**config.mk**
```make
export PLATFORM = sky130hd
export DESIGN_NAME = fsf_status_regs
export DESIGN_NICKNAME = d
export VERILOG_FILES = /design/src/hw/fsf_fault_capture.v /design/src/hw/fsf_status_regs.v
export VERILOG_INCLUDE_DIRS = /design/src /design/src/hw
export SDC_FILE = /design/constraint.sdc
export NUM_CORES = 1
export LEC_CHECK = 0
export BUFFER_PORTS_ARGS = -buffer_cell sky130_fd_sc_hd__buf_2
export CAP_MARGIN = 20
export CORE_MARGIN = 3
export CORE_UTILIZATION = 40
export DETAILED_ROUTE_END_ITERATION = 12
export MAX_ROUTING_LAYER = met4
export PLACE_DENSITY = 0.68
export SYNTH_ARGS = -nofsm -noshare
export SYNTH_HDL_FRONTEND = slang
export SYNTH_SLANG_ARGS = --single-unit
```
**constraint.sdc**
```tcl
create_clock -name i_clk -period 2 [get_ports i_clk]
set_clock_uncertainty 0.05 [all_clocks]
set_input_delay 0.2 -clock i_clk [delete_from_list [all_inputs] [get_ports i_clk]]
set_output_delay 0.2 -clock i_clk [all_outputs]
set_load 0.03 [all_outputs]
```
**src/hw/fsf_map.vh**
```
// Register offsets, bit positions and reset values of the flash status block
`ifndef FSF_MAP_VH
`define FSF_MAP_VH
`define FSF_ADDR_W 4
`define FSF_OFS_CONFIG 4'h4
`define FSF_OFS_ERR_IRQ_CFG 4'h3
`define FSF_OFS_STATUS 4'h6
`define FSF_OFS_ERR_STATUS 4'h7
`define FSF_BIT_CMD_DONE 7
`define FSF_BIT_ACC_ERR 5
`define FSF_BIT_PROT_VIOL 4
`define FSF_BIT_BUSY 3
`define FSF_BIT_STAT_HI 1
`define FSF_BIT_STAT_LO 0
`define FSF_BIT_DFAULT 1
`define FSF_BIT_SFAULT 0
`define FSF_BIT_CMD_DONE_IRQ_ENABLE 7
`define FSF_BIT_IGNORE_SINGLE_FAULT 4
`define FSF_BIT_FORCE_DOUBLE_FAULT 1
`define FSF_BIT_FORCE_SINGLE_FAULT 0
`define FSF_BIT_DFIE 1
`define FSF_BIT_SFIE 0
`define FSF_RST_BYTE 8'h00
`define FSF_RST_STAT 2'h0
`define FSF_RST_DONE 1'b1
`define FSF_RST_FLAG 1'b0
`endif

```
**src/hw/fsf_fault_capture.v**
```verilog
// Registers ECC fault outcome of an array read one cycle after the read
`timescale 1ns/1ns
module fsf_fault_capture (
  input wire i_clk,
  input wire i_resetn,
  input wire i_rd,
  input wire i_sbe,
  input wire i_dbe,
  input wire i_collide,
  input wire i_ignore_single_fault,
  input wire i_force_d,
  input wire i_force_s,
  output reg o_set_d,
  output reg o_set_s
);
  reg set_d_nxt;
  reg set_s_nxt;
  always @* begin
    set_d_nxt = 1'b0;
    set_s_nxt = 1'b0;
    if (i_rd) begin
      if (i_collide) begin
        set_d_nxt = 1'b1;
        set_s_nxt = 1'b1;
      end else begin
        set_d_nxt = i_dbe;
        set_s_nxt = i_sbe & ~i_dbe & ~i_ignore_single_fault;
      end
      if (i_force_d)
        set_d_nxt = 1'b1;
      if (i_force_s)
        set_s_nxt = 1'b1;
    end
  end
  always @(posedge i_clk or negedge i_resetn) begin
    if (!i_resetn) begin
      o_set_d <= 1'b0;
      o_set_s <= 1'b0;
    end else begin
      o_set_d <= set_d_nxt;
      o_set_s <= set_s_nxt;
    end
  end
endmodule // fsf_fault_capture

```
**src/hw/fsf_status_regs.v**
```verilog
// Flash status and error status registers with fault and command flags
//
// Chosen here: the strobed register port.
`timescale 1ns/1ns
`include "fsf_map.vh"
// Overview of operation
// - Writing one to command-done launches command; flag returns high on finish or violation.
// - Access error flag sets on sequence violation or illegal command.
// - While access error set, command-done write neither clears nor launches.
// - Access error clears only by writing one.
// - Protection violation flag sets on program or erase to protected region.
// - Protection violation clears only by writing one.
// - While protection violation set, no launch and no new sequence start.
// - Busy reads one while a command executes, zero when idle.
// - Completion status bits set on command or reset-sequence error.
// - Only done, access and protection bits writable; others read-only or zero.
// - Status bit two always reads zero.
// - Status reset value may differ after double fault in reset sequence.
// - Double fault flag sets on double bit fault during array read.
// - Double fault flag clears by writing one only.
// - Single fault flag sets on single fault unless ignore bit set.
// - Single bit faults are corrected in the returned data.
// - Single fault flag clears by writing one only.
// - A genuine ECC fault sets at most one fault flag.
// - Read collision with busy block sets both fault flags.
// - Fault flags stored two cycles after the read.
// - Error status flags readable; writes only clear them.
// - Command-done interrupt requested while enabled and flag set.
// - Fault interrupts requested while enabled and matching flag set.
// - Force-double control makes every array read set double flag.
// - Force-single control makes every array read set single flag.
module fsf_status_regs (
  input wire i_clk,
  input wire i_resetn,
  input wire [`FSF_ADDR_W-1:0] i_addr,
  input wire [7:0] i_wdata,
  input wire i_wr,
  input wire i_rd,
  output reg [7:0] o_rdata,
  input wire i_cmd_complete,
  input wire i_acc_err_set,
  input wire i_prot_viol_set,
  input wire [1:0] i_cmp_err,
  input wire i_cmp_err_valid,
  input wire i_reset_dfault,
  input wire i_arr_rd,
  input wire [7:0] i_arr_data,
  input wire [2:0] i_arr_sbe_pos,
  input wire i_arr_sbe,
  input wire i_arr_dbe,
  input wire i_arr_collide,
  output reg [7:0] o_arr_data,
  output wire o_cmd_launch,
  output wire o_seq_allowed,
  output wire o_busy,
  output wire o_cmd_irq,
  output wire o_err_irq
);
  // ***************************************
  // Functions
  // ***************************************
  function [7:0] bit_mask;
    input [2:0] pos;
    begin
      bit_mask = 8'h01 << pos;
    end
  endfunction
  function flag_next;
    input cur;
    input hw_set;
    input sw_clr;
    begin
      if (hw_set)
        flag_next = 1'b1;
      else if (sw_clr)
        flag_next = 1'b0;
      else
        flag_next = cur;
    end
  endfunction
  function reg_hit;
    input strobe;
    input [`FSF_ADDR_W-1:0] addr;
    input [`FSF_ADDR_W-1:0] ofs;
    begin
      reg_hit = strobe && (addr == ofs);
    end
  endfunction
  // ***************************************
  // State
  // ***************************************
  reg cmd_done_r;
  reg acc_err_r;
  reg prot_viol_r;
  reg [1:0] cmp_stat_r;
  reg dfault_r;
  reg sfault_r;
  reg cmd_done_irq_enable_r;
  reg ignore_single_fault_r;
  reg force_double_fault_r;
  reg force_single_fault_r;
  reg dfie_r;
  reg sfie_r;
  reg cmd_done_nxt;
  reg acc_err_nxt;
  reg prot_viol_nxt;
  reg [1:0] cmp_stat_nxt;
  reg dfault_nxt;
  reg sfault_nxt;
  reg cmd_done_irq_enable_nxt;
  reg ignore_single_fault_nxt;
  reg force_double_fault_nxt;
  reg force_single_fault_nxt;
  reg dfie_nxt;
  reg sfie_nxt;
  reg [7:0] arr_data_nxt;
  reg [7:0] rdata_nxt;
  wire set_d;
  wire set_s;
  wire wr_stat;
  wire wr_err;
  wire wr_cfg;
  wire wr_ecfg;
  wire w1_done;
  wire w1_acc;
  wire w1_viol;
  wire w1_dfault;
  wire w1_sfault;
  // ***************************************
  // Address decode
  // ***************************************
  assign wr_stat = reg_hit(i_wr, i_addr, `FSF_OFS_STATUS);
  assign wr_err = reg_hit(i_wr, i_addr, `FSF_OFS_ERR_STATUS);
  assign wr_cfg = reg_hit(i_wr, i_addr, `FSF_OFS_CONFIG);
  assign wr_ecfg = reg_hit(i_wr, i_addr, `FSF_OFS_ERR_IRQ_CFG);
  // ***************************************
  // Clear and launch strobes
  // ***************************************
  assign w1_done = wr_stat && i_wdata[`FSF_BIT_CMD_DONE];
  assign w1_acc = wr_stat && i_wdata[`FSF_BIT_ACC_ERR];
  assign w1_viol = wr_stat && i_wdata[`FSF_BIT_PROT_VIOL];
  assign w1_dfault = wr_err && i_wdata[`FSF_BIT_DFAULT];
  assign w1_sfault = wr_err && i_wdata[`FSF_BIT_SFAULT];
  // ***************************************
  // Command launch
  // ***************************************
  // Access error blocks
  assign o_cmd_launch = w1_done && cmd_done_r && !acc_err_r && !prot_viol_r;
  assign o_seq_allowed = !prot_viol_r;
  assign o_busy = !cmd_done_r;
  // ***************************************
  // Fault capture
  // ***************************************
  fsf_fault_capture u_cap (
    .i_clk(i_clk),
    .i_resetn(i_resetn),
    .i_rd(i_arr_rd),
    .i_sbe(i_arr_sbe),
    .i_dbe(i_arr_dbe),
    .i_collide(i_arr_collide),
    .i_ignore_single_fault(ignore_single_fault_r),
    .i_force_d(force_double_fault_r),
    .i_force_s(force_single_fault_r),
    .o_set_d(set_d),
    .o_set_s(set_s)
  );
  // ***************************************
  // Data correction
  // ***************************************
  always @* begin
    arr_data_nxt = i_arr_data;
    if (i_arr_sbe && !i_arr_dbe)
      arr_data_nxt = i_arr_data ^ bit_mask(i_arr_sbe_pos);
  end
  // ***************************************
  // Corrected data register
  // ***************************************
  always @(posedge i_clk or negedge i_resetn) begin
    if (!i_resetn)
      o_arr_data <= `FSF_RST_BYTE;
    else if (i_arr_rd)
      o_arr_data <= arr_data_nxt;
  end
  // ***************************************
  // Status register
  // ***************************************
  always @* begin
    cmd_done_nxt = cmd_done_r;
    acc_err_nxt = acc_err_r;
    prot_viol_nxt = prot_viol_r;
    cmp_stat_nxt = cmp_stat_r;
    if (i_cmd_complete || i_prot_viol_set || i_acc_err_set)
      cmd_done_nxt = 1'b1;
    else if (o_cmd_launch)
      cmd_done_nxt = 1'b0;
    acc_err_nxt = flag_next(acc_err_r, i_acc_err_set, w1_acc);
    prot_viol_nxt = flag_next(prot_viol_r, i_prot_viol_set, w1_viol);
    if (i_reset_dfault)
      cmp_stat_nxt = {cmp_stat_r[`FSF_BIT_STAT_HI], 1'b1};
    else if (o_cmd_launch)
      cmp_stat_nxt = `FSF_RST_STAT;
    else if (i_cmp_err_valid)
      cmp_stat_nxt = cmp_stat_r | i_cmp_err;
  end
  // ***************************************
  // Status register update
  // ***************************************
  always @(posedge i_clk or negedge i_resetn) begin
    if (!i_resetn) begin
      cmd_done_r <= `FSF_RST_DONE;
      acc_err_r <= `FSF_RST_FLAG;
      prot_viol_r <= `FSF_RST_FLAG;
      cmp_stat_r <= `FSF_RST_STAT;
    end else begin
      cmd_done_r <= cmd_done_nxt;
      acc_err_r <= acc_err_nxt;
      prot_viol_r <= prot_viol_nxt;
      cmp_stat_r <= cmp_stat_nxt;
    end
  end
  // ***************************************
  // Error status register
  // ***************************************
  always @* begin
    dfault_nxt = dfault_r;
    sfault_nxt = sfault_r;
    dfault_nxt = flag_next(dfault_r, set_d || i_reset_dfault, w1_dfault);
    sfault_nxt = flag_next(sfault_r, set_s, w1_sfault);
  end
  // ***************************************
  // Error status update
  // ***************************************
  always @(posedge i_clk or negedge i_resetn) begin
    if (!i_resetn) begin
      dfault_r <= `FSF_RST_FLAG;
      sfault_r <= `FSF_RST_FLAG;
    end else begin
      dfault_r <= dfault_nxt;
      sfault_r <= sfault_nxt;
    end
  end
  // ***************************************
  // Configuration registers
  // ***************************************
  always @* begin
    cmd_done_irq_enable_nxt = cmd_done_irq_enable_r;
    ignore_single_fault_nxt = ignore_single_fault_r;
    force_double_fault_nxt = force_double_fault_r;
    force_single_fault_nxt = force_single_fault_r;
    dfie_nxt = dfie_r;
    sfie_nxt = sfie_r;
    if (wr_cfg) begin
      cmd_done_irq_enable_nxt = i_wdata[`FSF_BIT_CMD_DONE_IRQ_ENABLE];
      ignore_single_fault_nxt = i_wdata[`FSF_BIT_IGNORE_SINGLE_FAULT];
      force_double_fault_nxt = i_wdata[`FSF_BIT_FORCE_DOUBLE_FAULT];
      force_single_fault_nxt = i_wdata[`FSF_BIT_FORCE_SINGLE_FAULT];
    end
    if (wr_ecfg) begin
      dfie_nxt = i_wdata[`FSF_BIT_DFIE];
      sfie_nxt = i_wdata[`FSF_BIT_SFIE];
    end
  end
  // ***************************************
  // Configuration update
  // ***************************************
  always @(posedge i_clk or negedge i_resetn) begin
    if (!i_resetn) begin
      cmd_done_irq_enable_r <= `FSF_RST_FLAG;
      ignore_single_fault_r <= `FSF_RST_FLAG;
      force_double_fault_r <= `FSF_RST_FLAG;
      force_single_fault_r <= `FSF_RST_FLAG;
      dfie_r <= `FSF_RST_FLAG;
      sfie_r <= `FSF_RST_FLAG;
    end else begin
      cmd_done_irq_enable_r <= cmd_done_irq_enable_nxt;
      ignore_single_fault_r <= ignore_single_fault_nxt;
      force_double_fault_r <= force_double_fault_nxt;
      force_single_fault_r <= force_single_fault_nxt;
      dfie_r <= dfie_nxt;
      sfie_r <= sfie_nxt;
    end
  end
  // ***************************************
  // Interrupt requests
  // ***************************************
  // Command done request
  assign o_cmd_irq = cmd_done_irq_enable_r && cmd_done_r;
  assign o_err_irq = (dfie_r && dfault_r) || (sfie_r && sfault_r);
  // ***************************************
  // Read path
  // ***************************************
  always @* begin
    rdata_nxt = 8'h00;
    case (i_addr)
      `FSF_OFS_STATUS: begin
        rdata_nxt[`FSF_BIT_CMD_DONE] = cmd_done_r;
        rdata_nxt[`FSF_BIT_ACC_ERR] = acc_err_r;
        rdata_nxt[`FSF_BIT_PROT_VIOL] = prot_viol_r;
        rdata_nxt[`FSF_BIT_BUSY] = o_busy;
        rdata_nxt[`FSF_BIT_STAT_HI:`FSF_BIT_STAT_LO] = cmp_stat_r;
      end
      `FSF_OFS_ERR_STATUS: begin
        rdata_nxt[`FSF_BIT_DFAULT] = dfault_r;
        rdata_nxt[`FSF_BIT_SFAULT] = sfault_r;
      end
      `FSF_OFS_CONFIG: begin
        rdata_nxt[`FSF_BIT_CMD_DONE_IRQ_ENABLE] = cmd_done_irq_enable_r;
        rdata_nxt[`FSF_BIT_IGNORE_SINGLE_FAULT] = ignore_single_fault_r;
        rdata_nxt[`FSF_BIT_FORCE_DOUBLE_FAULT] = force_double_fault_r;
        rdata_nxt[`FSF_BIT_FORCE_SINGLE_FAULT] = force_single_fault_r;
      end
      `FSF_OFS_ERR_IRQ_CFG: begin
        rdata_nxt[`FSF_BIT_DFIE] = dfie_r;
        rdata_nxt[`FSF_BIT_SFIE] = sfie_r;
      end
      default: begin
        rdata_nxt = 8'h00;
      end
    endcase
  end
  // ***************************************
  // Read data register
  // ***************************************
  always @(posedge i_clk or negedge i_resetn) begin
    if (!i_resetn)
      o_rdata <= `FSF_RST_BYTE;
    else if (i_rd)
      o_rdata <= rdata_nxt;
  end
endmodule // fsf_status_regs

```
==> summary.txt, run 1 <==
Clock network
  • CTS Buf Count: 5
  • H-Tree Depth: 2
  • CTS sink cnt: 29
  • Root buffer cell: clkbuf_4
  • TritonCTS clock tree: done
  • Clock tree buffer depth: 2
  • CTS clk-pin slew, worst paths: 0.09 ns
  • Worst skew pair latency: roughly 0.33 ns

STA
  • Fin crit period: between 1.5 and 2 ns
  • Final Hold Fails: 0
  • Setup violators final: 0
  • Final TNS setup: 0 ns
  • Slew HR: 0.583
  • Worst Max-Slew Pin Slew: approximately 0.63 ns
  • Final Cycle Share: 0.911
  • Max-slew violation count: 0
  • F_max: roughly 550 MHz
  • RSZ-0062 raised after global routing: no

Worst setup path
  • Crit. End Element: primary output
  • Max FO, Critical Path: 4
  • Worst Setup Start Kind: register
  • Crit Path Category: reg -> out
  • CP arrival: between 1.5 and 2 ns
  • Worst path required time: between 1.5 and 2 ns

Yosys
  • Post-Synth Adder-Cell Area: 0
  • Main combinational cell family by area after synthesis: simple AND/OR/NAND/NOR gates
  • Synth top area cells: dfrtp_1, mux2_2, o21ai_0
  • Sequential area share after synthesis: 0.503
  • Mux cell area share after synthesis: 0.0779
  • Asr flop ratio synth: 1.00
  • Dominant cell type by area after synthesis: dfrtp_1
  • Post-synthesis cell type count: 38
  • Synth Area in XOR/XNOR: 0
  • Avg Inst Size Synth: roughly 10 sq um
  • Predominant post-synthesis flop cell: dfrtp_1
  • Post-synthesis register bit count: 29
  • Yosys warning total: 0
  • Mapped cell area: around 1400 sq um
  • Post-Synth Simple-Gate Area: 0.191
  • Share of the synthesized area in the top cell type: 0.484
  • Compound-cell area share of the yosys netlist: 0.168
  • Post-Synthesis Cells: 140
  • Top-count cell post-synth: dfrtp_1
  • EDFF count, synth: 0
  • Synth top cells by count: dfrtp_1, o21ai_0, mux2_2, a31oi_1, nor2_1

Drt
  • Drt initial violations: 55
  • DRT Pass-1 Iters: 4
  • Post-DRT Antenna Nets: 0
  • Drt wl/cell: roughly 13 microns
  • Routed wire length: approximately 3200 microns
  • DRC: 0
  • Via count: 1,240
  • Vias/cell: between 5 and 6

Pwr
  • Leakage: about 0.00082 uW
  • Final Total Pwr: 1350 uW
  • Peak VDD IR: ~0.00044 V
  • Power per Cell Area: 751 nW/um^2

GRT
  • Global-route wire length before repair: between 5000 and 6000 microns
  • Initial antenna violation count: 0
  • Vias in the first global route: about 1,200
  • GRT Residual Overflow: 0
  • Global Route Usage Sum: 0.163
  • Largest net degree at the start of global routing: 30

Worst hold path
  • Hold crit path type: in -> reg

Placed design
  • Port Buffers: 53
  • Post-DP HPWL: between 2000 and 2500 microns
  • Placer Congestion: about 0.8
  • Placed cell area: around 1700 sq um

Layout
  • N_diodes: 0
  • Final #Nets: approximately 230
  • Area growth from synthesis to layout: 24.4%
  • Filler instances: 333
  • Top reg by flops: o_arr_data
  • Largest register FFs: 8
  • Final core occ: 0.527
  • Share of cells above drive strength 1: 0.379
  • Post-Layout Inst Area: roughly 1800 sq um
  • Top Registers: o_arr_data: 8 flops, o_rdata: 6 flops, cmp_stat_r: 2 flops

Floorplanning
  • Die Width: 66.1 microns
  • CORE AREA: between 3000 and 4000 sq um
  • IO Count: 59
  • Initial Util: 0.423
  • Core Rows: 21
  • Die Span Y: approximately 66 microns
  • Die area: 4370 sq um

Job
  • MaxCap Viol Count: 0

Run status
  • Outcome: finished, final reports clean
==> where the power goes <==
part	internal [uW]	leakage, uW	switching [uW]
Combinational	111	0.000446	167
Sequential	639	0.000333	33.5
Clock	203	0.0000413	197
Total	954	0.000820	397
==> logic make-up after synthesis <==
kind of cell,Yosys count
buf+inv,16
flops,29
compound gates,37
other cells,1
simple gates,47
mux,10
==> layout make-up <==
cell class                      instances  area [sq um]  area share
Clock buffer                            7          65.1      0.0362
Clock inverter                          1          5.00     0.00278
Inverter                                8          30.0      0.0167
Multi-Input combinational cell         96           639       0.355
Sequential cell                        29           727       0.404
Tap cell                               46          57.6      0.0320
Timing Repair Buffer                   54           275       0.153
==> layer usage <==
| metal | GRT usage | wire [microns] | vias up | part of all wire |
|---|---|---|---|---|
| met5 | - | 0 | - | 0 |
| met1 | 0.186 | 1430 | 589 | 0.44 |
| met4 | 0.0558 | 48 | 0 | 0.015 |
| li1 | - | - | 618 | - |
| met2 | 0.269 | 1590 | 27 | 0.49 |
| met3 | 0.0527 | 152 | 6 | 0.047 |
==> path summary, 6_finish.rpt <==
| path | startpoint | to | slack (ns) | cells past startpoint |
|---|---|---|---|---|
| min in group asynchronous | i_resetn | o_rdata[5] | 0.37 | 2 |
| max in group asynchronous | i_resetn | o_arr_data[4] | 1.13 | 2 |
| min | i_acc_err_set | acc_err_r | 0.01 | 2 |
| max reg2reg | cmd_done_r | cmp_stat_r[0] | 0.70 | 3 |
| min reg2reg | u_cap.o_set_s | sfault_r | 0.38 | 1 |
| max | cmd_done_r | o_cmd_launch | 0.18 | 3 |
==> critical path, stage by stage (launching register included) <==
cell and delay (ns):
dfstp_2 0.55, nor4bb_1 0.19, and3_1 0.28, buf_2 0.23
==> metrics by stage <==
step           setup slack, ns  hold slack [ns]  std cells
6_report                 0.177           0.0124        241
5_1_grt                 0.0657          0.00107        241
4_1_cts                  0.163         0.000702        241
3_5_place_dp             0.449            0.199        232
3_3_place_gp             0.482            0.199        232
2_1_floorplan            0.576           -0.146        141
==> layout by cell type, fill, tap and decap left out, types with 2 or more instances in the layout <==
cell type,count
clkbuf_8,2
nor2b_1,5
nand2_1,3
nor3b_1,2
inv_1,8
a31oi_1,9
nor2_1,9
o31ai_1,2
a21o_1,3
or3_1,6
nand2b_1,2
conb_1,2
o221ai_1,2
nand4_1,3
or4_1,2
o21ai_0,12
a22oi_1,2
dfrtp_1,28
clkbuf_4,5
nand3_1,6
buf_2,53
and2_1,2
a21oi_1,2
mux2_2,10
==> what timing repair did <==
item / 4_1_cts / 5_1_grt
endpoints found under the setup margin: 0 / 0
hold buffers: 1 / 0
buffers inserted: 0 / 0
resized for setup: 0 / 0
hold endpoints to repair: 28 / 0
Note: power is estimated with default switching activity, not from simulation.
==> run 2, diff against run 1 <==
CELL_PAD_IN_SITES_DETAIL_PLACEMENT = 1   (was not set)
CELL_PAD_IN_SITES_GLOBAL_PLACEMENT = 1   (was not set)
CORE_UTILIZATION = 38   (was 40)
PLACE_DENSITY = not set   (was 0.68)
PLACE_DENSITY_LB_ADDON = 0.08   (was not set)
==> summary.txt, run 2 (synthesized netlist as in run 1, its figures left out) <==
Worst hold path
  • Hold path depth: 3 (+1)
  • Hold crit path type: in -> reg

Job
  • MaxCap Viol Count: 0 (unchanged)

Worst setup path
  • Slowest stage cell on the critical path: dfstp_2
  • R2R depth: 3 (unchanged)
  • Crit. End Element: primary output
  • Critical Path Max Stage Delay: 0.54 ns (about the same)
  • Critical Path Stages: 3 (unchanged)
  • Crit Path Category: reg -> out
  • CP arrival: 1.50 ns (-0.07 ns)
  • Max FO, Critical Path: 4 (unchanged)
  • Worst path required time: 1.75 ns (about the same)
  • Crit path buf inv count: 1 (unchanged)
  • Worst Setup Start Kind: register
  • Cell family with most CP delay: flip-flops
  • CP cell instances: nor4bb_1 -> and3_1 -> buf_2

STA
  • Final Cycle Share: 0.873 (-0.0382)
  • Fin crit period: 1.75 ns (-0.0763 ns)
  • Max-slew violation count: 0 (unchanged)
  • Final Hold Fails: 0 (unchanged)
  • WHS: 0.0921 ns (+0.0798 ns)
  • Worst Max-Slew Pin Slew: 0.645 ns (+0.0200 ns)
  • F_max: 573 MHz (+4.4%)
  • RSZ-0062 raised after global routing: no
  • Final TNS setup: 0 ns (unchanged)
  • Setup violators final: 0 (unchanged)
  • Slew HR: 0.570 (-0.0134)

Layout
  • Final #Nets: 233 (+0.43%)
  • Share of cells above drive strength 1: 0.367 (-0.0121)
  • Multi-input logic area: 639 sq um (unchanged)
  • Top Registers: o_arr_data: 8 flops, o_rdata: 6 flops, cmp_stat_r: 2 flops
  • Commonest non-fill, non-tap cells in the layout: buf_2, dfrtp_1, o21ai_0
  • Commonest non-fill, non-tap cell in the layout: buf_2
  • Largest register FFs: 8 (unchanged)
  • Area growth from synthesis to layout: 25.6%
  • Top reg by flops: o_arr_data
  • Filler instances: 420 (+26%)
  • N_diodes: 0 (unchanged)
  • Seq. cell area: 727 sq um (unchanged)

Clock network
  • Clock tree buffer depth: 2 (unchanged)
  • TritonCTS clock tree: done
  • Worst skew pair latency: 0.27 ns (-0.06 ns)
  • CTS Buf Count: 5 (unchanged)
  • Root buffer cell: clkbuf_8
  • H-Tree Depth: 2 (unchanged)
  • CTS clk-pin slew, worst paths: 0.05 ns (-0.04 ns)
  • CTS sink cnt: 29 (unchanged)
  • Post-CTS Setup Inserts: 0 (unchanged)

Floorplanning
  • Die Width: 67.7 microns (+2.4%)
  • IO Count: 59 (unchanged)
  • Die Span Y: 67.7 microns (+2.4%)
  • Core Rows: 21 (unchanged)
  • Initial Util: 0.414 (-0.00955)
  • CORE AREA: 3490 sq um (+2.3%)
  • Die area: 4580 sq um (+4.8%)

Pwr
  • Power per Cell Area: 771 nW/um^2 (+2.7%)
  • Peak VDD IR: 0.000376 V (-15%)
  • Leakage: 0.000824 uW (+0.41%)

GRT
  • Initial antenna violation count: 0 (unchanged)
  • Vias in the first global route: 1,275 (+3.8%)
  • Largest net degree at the start of global routing: 30 (unchanged)
  • Global-route wire length before repair: 6120 microns (+16%)
  • GRT Residual Overflow: 0 (unchanged)
  • Global Route Usage Sum: 0.187 (+0.0238)

Drt
  • Drt initial violations: 54 (-1.8%)
  • Post-DRT Antenna Nets: 0 (unchanged)
  • Vias/cell: 5.24 (+1.8%)
  • Routed wire length: 3680 microns (+14%)
  • Drt wl/cell: 15.2 microns (+14%)
  • DRC: 0 (unchanged)
  • DRT Pass-1 Iters: 4 (unchanged)
  • Via count: 1,268 (+2.3%)

Placed design
  • Post-DP HPWL: 2930 microns (+18%)
  • Port Buffers: 53 (unchanged)
  • Placer Congestion: 0.745 (-8.9%)

Run status
  • Outcome: finished, final reports clean
## run 2: cell count changes in the layout (fill, tap and decap cells not counted)
cell / delta
clkbuf_8: +3
clkinv_2: -1
buf_4: +1
clkbuf_4: -5
clkbuf_1: +3
## run 2: area by class of cell
type / instances / share of cell area
clock buffer: 8 / 0.0441
inverter: 8 / 0.0165
multi-input combinational: 96 / 0.352
sequential: 29 / 0.400
tap: 46 / 0.0317
timing repair buffer: 55 / 0.156
## run 2: repair_timing
action / CTS / global route
endpoints found under the hold margin: 28 / 0
hold buffers: 1 / 0
resized for setup: 0 / 0
## run 2: report_power, final
| group | internal (uW) | switching (uW) |
|---|---|---|
| clock network | 246 | 197 |
| logic | 113 | 170 |
| registers | 640 | 34.2 |
| total | 1000 | 401 |
## run 2: worst paths after layout
check / start / slack, ns / endpoint
max: cmd_done_r / 0.25 / o_cmd_launch
min: i_cmd_complete / 0.09 / cmd_done_r
max reg2reg: cmd_done_r / 0.72 / cmp_stat_r[0]
min reg2reg: u_cap.o_set_s / 0.37 / sfault_r
max in group asynchronous: i_resetn / 1.04 / cmp_stat_r[1]
min in group asynchronous: i_resetn / 0.44 / o_arr_data[5]
## run 2: worst register-to-register path, cell delays in order, from the launching register on
cell      delay (ns)
dfstp_2         0.54
nor4bb_1        0.19
and3_1          0.27
o21ai_0         0.11
## run 2: stage by stage
step / util / setup WS, ns / area, sq um / std cells / total power [uW]
floorplan: - / 0.576 / 1450 / 141 / 856
global route: 0.520 / 0.150 / 1820 / 242 / 1490
detailed placement: 0.494 / 0.438 / 1730 / 233 / 970
CTS: 0.520 / 0.251 / 1820 / 242 / 1420
global placement: 0.494 / 0.477 / 1730 / 233 / 959
finish: 0.520 / 0.254 / 1820 / 242 / 1400
## run 2: routing by layer
layer | GRT usage | vias up | share of wire
li1 | - | 615 | -
met1 | 0.242 | 613 | 0.45
met2 | 0.286 | 34 | 0.48
met3 | 0.0516 | 6 | 0.058
met4 | 0.0532 | 0 | 0.011
met5 | - | - | 0
==> run 3, diff against run 2 <==
CELL_PAD_IN_SITES_DETAIL_PLACEMENT = 0   (was 1)
==> summary.txt, run 3 (synthesized netlist as in run 1, its figures left out) <==
Worst setup path
  • CP cell instances: nor4bb_1 -> and3_1 -> buf_2
  • Critical Path Stages: 3 (unchanged)
  • Slowest stage cell on the critical path: dfstp_2
  • Crit Path Category: reg -> out
  • Crit. End Element: primary output
  • Worst path required time: 1.75 ns (about the same)
  • Crit path buf inv count: 1 (unchanged)
  • Cell family with most CP delay: flip-flops
  • Critical Path Max Stage Delay: 0.54 ns (about the same)
  • Worst Setup Start Kind: register
  • R2R depth: 3 (unchanged)
  • Max FO, Critical Path: 4 (unchanged)
  • CP arrival: 1.50 ns (about the same)

Floorplanning
  • Initial Util: 0.414 (unchanged)
  • Die Width: 67.7 microns (unchanged)
  • Core Rows: 21 (unchanged)
  • IO Count: 59 (unchanged)
  • Die Span Y: 67.7 microns (unchanged)
  • Die area: 4580 sq um (unchanged)
  • CORE AREA: 3490 sq um (unchanged)

Placed design
  • Port Buffers: 53 (unchanged)
  • Placed cell area: 1730 sq um (unchanged)
  • Post-DP HPWL: 2540 microns (-14%)
  • Placer Congestion: 0.745 (unchanged)

Pwr
  • Sw Pwr: 406 uW (+1.2%)
  • Peak VDD IR: 0.000342 V (-9.1%)
  • Reg power frac: 0.468 (-0.014)
  • Clk network pwr share: 0.337 (+0.021)
  • Combinational share of power: 0.194 (-0.008)
  • Leakage: 0.000830 uW (+0.73%)
  • Internal: 1030 uW (+3.3%)
  • Power per Cell Area: 788 nW/um^2 (+2.2%)
  • Sw Share: 0.282 (-0.00423)

Clock network
  • Worst skew pair latency: 0.28 ns (about the same)
  • H-Tree Depth: 2 (unchanged)
  • Clock tree buffer depth: 2 (unchanged)
  • TritonCTS clock tree: done
  • Post-CTS Setup Inserts: 0 (unchanged)
  • CTS Hold Buffers Added: 1 (unchanged)
  • PostCTS Resize Cnt: 0 (unchanged)
  • CTS Buf Count: 5 (unchanged)
  • Root buffer cell: clkbuf_8
  • CTS sink cnt: 29 (unchanged)
  • CTS clk-pin slew, worst paths: 0.06 ns (about the same)

STA
  • Fin crit period: 1.75 ns (+0.00862 ns)
  • Final Hold Fails: 0 (unchanged)
  • Setup violators final: 0 (unchanged)
  • Worst Max-Slew Pin Slew: 0.646 ns (+0.000713 ns)
  • Final Cycle Share: 0.877 (+0.00431)
  • RSZ-0062 raised after global routing: no
  • Slew HR: 0.569 (about the same)
  • Max-slew violation count: 0 (unchanged)
  • F_max: 570 MHz (-0.49%)
  • Final TNS setup: 0 ns (unchanged)

GRT
  • Vias in the first global route: 1,220 (-4.3%)
  • Global Route Usage Sum: 0.166 (-0.0208)
  • Global-route wire length before repair: 5400 microns (-12%)
  • Largest net degree at the start of global routing: 30 (unchanged)
  • GRT Residual Overflow: 0 (unchanged)
  • Initial antenna violation count: 0 (unchanged)

Drt
  • Routed wire length: 3340 microns (-9.2%)
  • DRT Pass-1 Iters: 4 (unchanged)
  • Drt wl/cell: 13.8 microns (-9.2%)
  • Vias/cell: 5.11 (-2.5%)
  • Drt initial violations: 74 (+37%)
  • DRC: 0 (unchanged)
  • Post-DRT Antenna Nets: 0 (unchanged)
  • Via count: 1,236 (-2.5%)

Layout
  • Top reg by flops: o_arr_data
  • N_diodes: 0 (unchanged)
  • Top Registers: o_arr_data: 8 flops, o_rdata: 6 flops, cmp_stat_r: 2 flops
  • Largest register FFs: 8 (unchanged)
  • Post-Layout Inst Area: 1830 sq um (+0.55%)
  • Share of cells above drive strength 1: 0.372 (+0.00510)
  • Area growth from synthesis to layout: 26.3%
  • Commonest non-fill, non-tap cell in the layout: buf_2
  • Commonest non-fill, non-tap cells in the layout: buf_2, dfrtp_1, o21ai_0
  • Final #Nets: 233 (unchanged)
  • Filler instances: 337 (-20%)

Worst hold path
  • Hold path depth: 2 (-1)
  • Hold crit path type: in -> reg

Run status
  • Outcome: finished, final reports clean

Job
  • MaxCap Viol Count: 0 (unchanged)
run 3: cell count changes in the layout (fill, tap and decap cells not counted):
cell,change
clkbuf_1,-1
clkbuf_8,+1
run 3: power by group through the flow:
stage          registers, uW  clock network [uW]  logic (uW)
6_report                 674                 485         280
3_3_place_gp             683                   0         276
4_1_cts                  675                 498         283
2_1_floorplan            717                   0         140
3_5_place_dp             685                   0         281
5_1_grt                  681                 524         309
run 3: per-stage QoR:
stage / hold slack [ns] / utilization / power (uW) / std cells / setup slack, ns
2_1_floorplan: -0.146 / - / 856 / 141 / 0.576
3_3_place_gp: 0.208 / 0.494 / 959 / 233 / 0.477
3_5_place_dp: 0.223 / 0.494 / 966 / 233 / 0.454
4_1_cts: 0.0666 / 0.523 / 1460 / 242 / 0.231
5_1_grt: 0.0731 / 0.523 / 1510 / 242 / 0.108
6_report: 0.0736 / 0.523 / 1440 / 242 / 0.245
run 3: layout make-up:
| class | count | area [sq um] | area share |
|---|---|---|---|
| repair buffers | 55 | 283 | 0.155 |
| multi-input cells | 96 | 639 | 0.350 |
| flip-flops and latches | 29 | 727 | 0.398 |
| inverters | 8 | 30.0 | 0.0164 |
| clock buffers | 8 | 90.1 | 0.0493 |
| well taps | 46 | 57.6 | 0.0315 |
run 3: worst paths after layout:
path                                    start       endpoint  slack [ns]
worst min-delay path            i_acc_err_set      acc_err_r        0.07
worst max-delay path               cmd_done_r   o_cmd_launch        0.25
min in group asynchronous            i_resetn  o_arr_data[6]        0.43
worst max register to register     cmd_done_r  cmp_stat_r[0]        0.72
max in group asynchronous            i_resetn  o_arr_data[7]        1.05
worst min register to register  u_cap.o_set_s       sfault_r        0.37
run 3: layer usage:
metal,GRT usage,part of all wire
met1,0.210,0.47
met4,0.0608,0.014
met2,0.244,0.45
met3,0.0566,0.061
met5,-,0
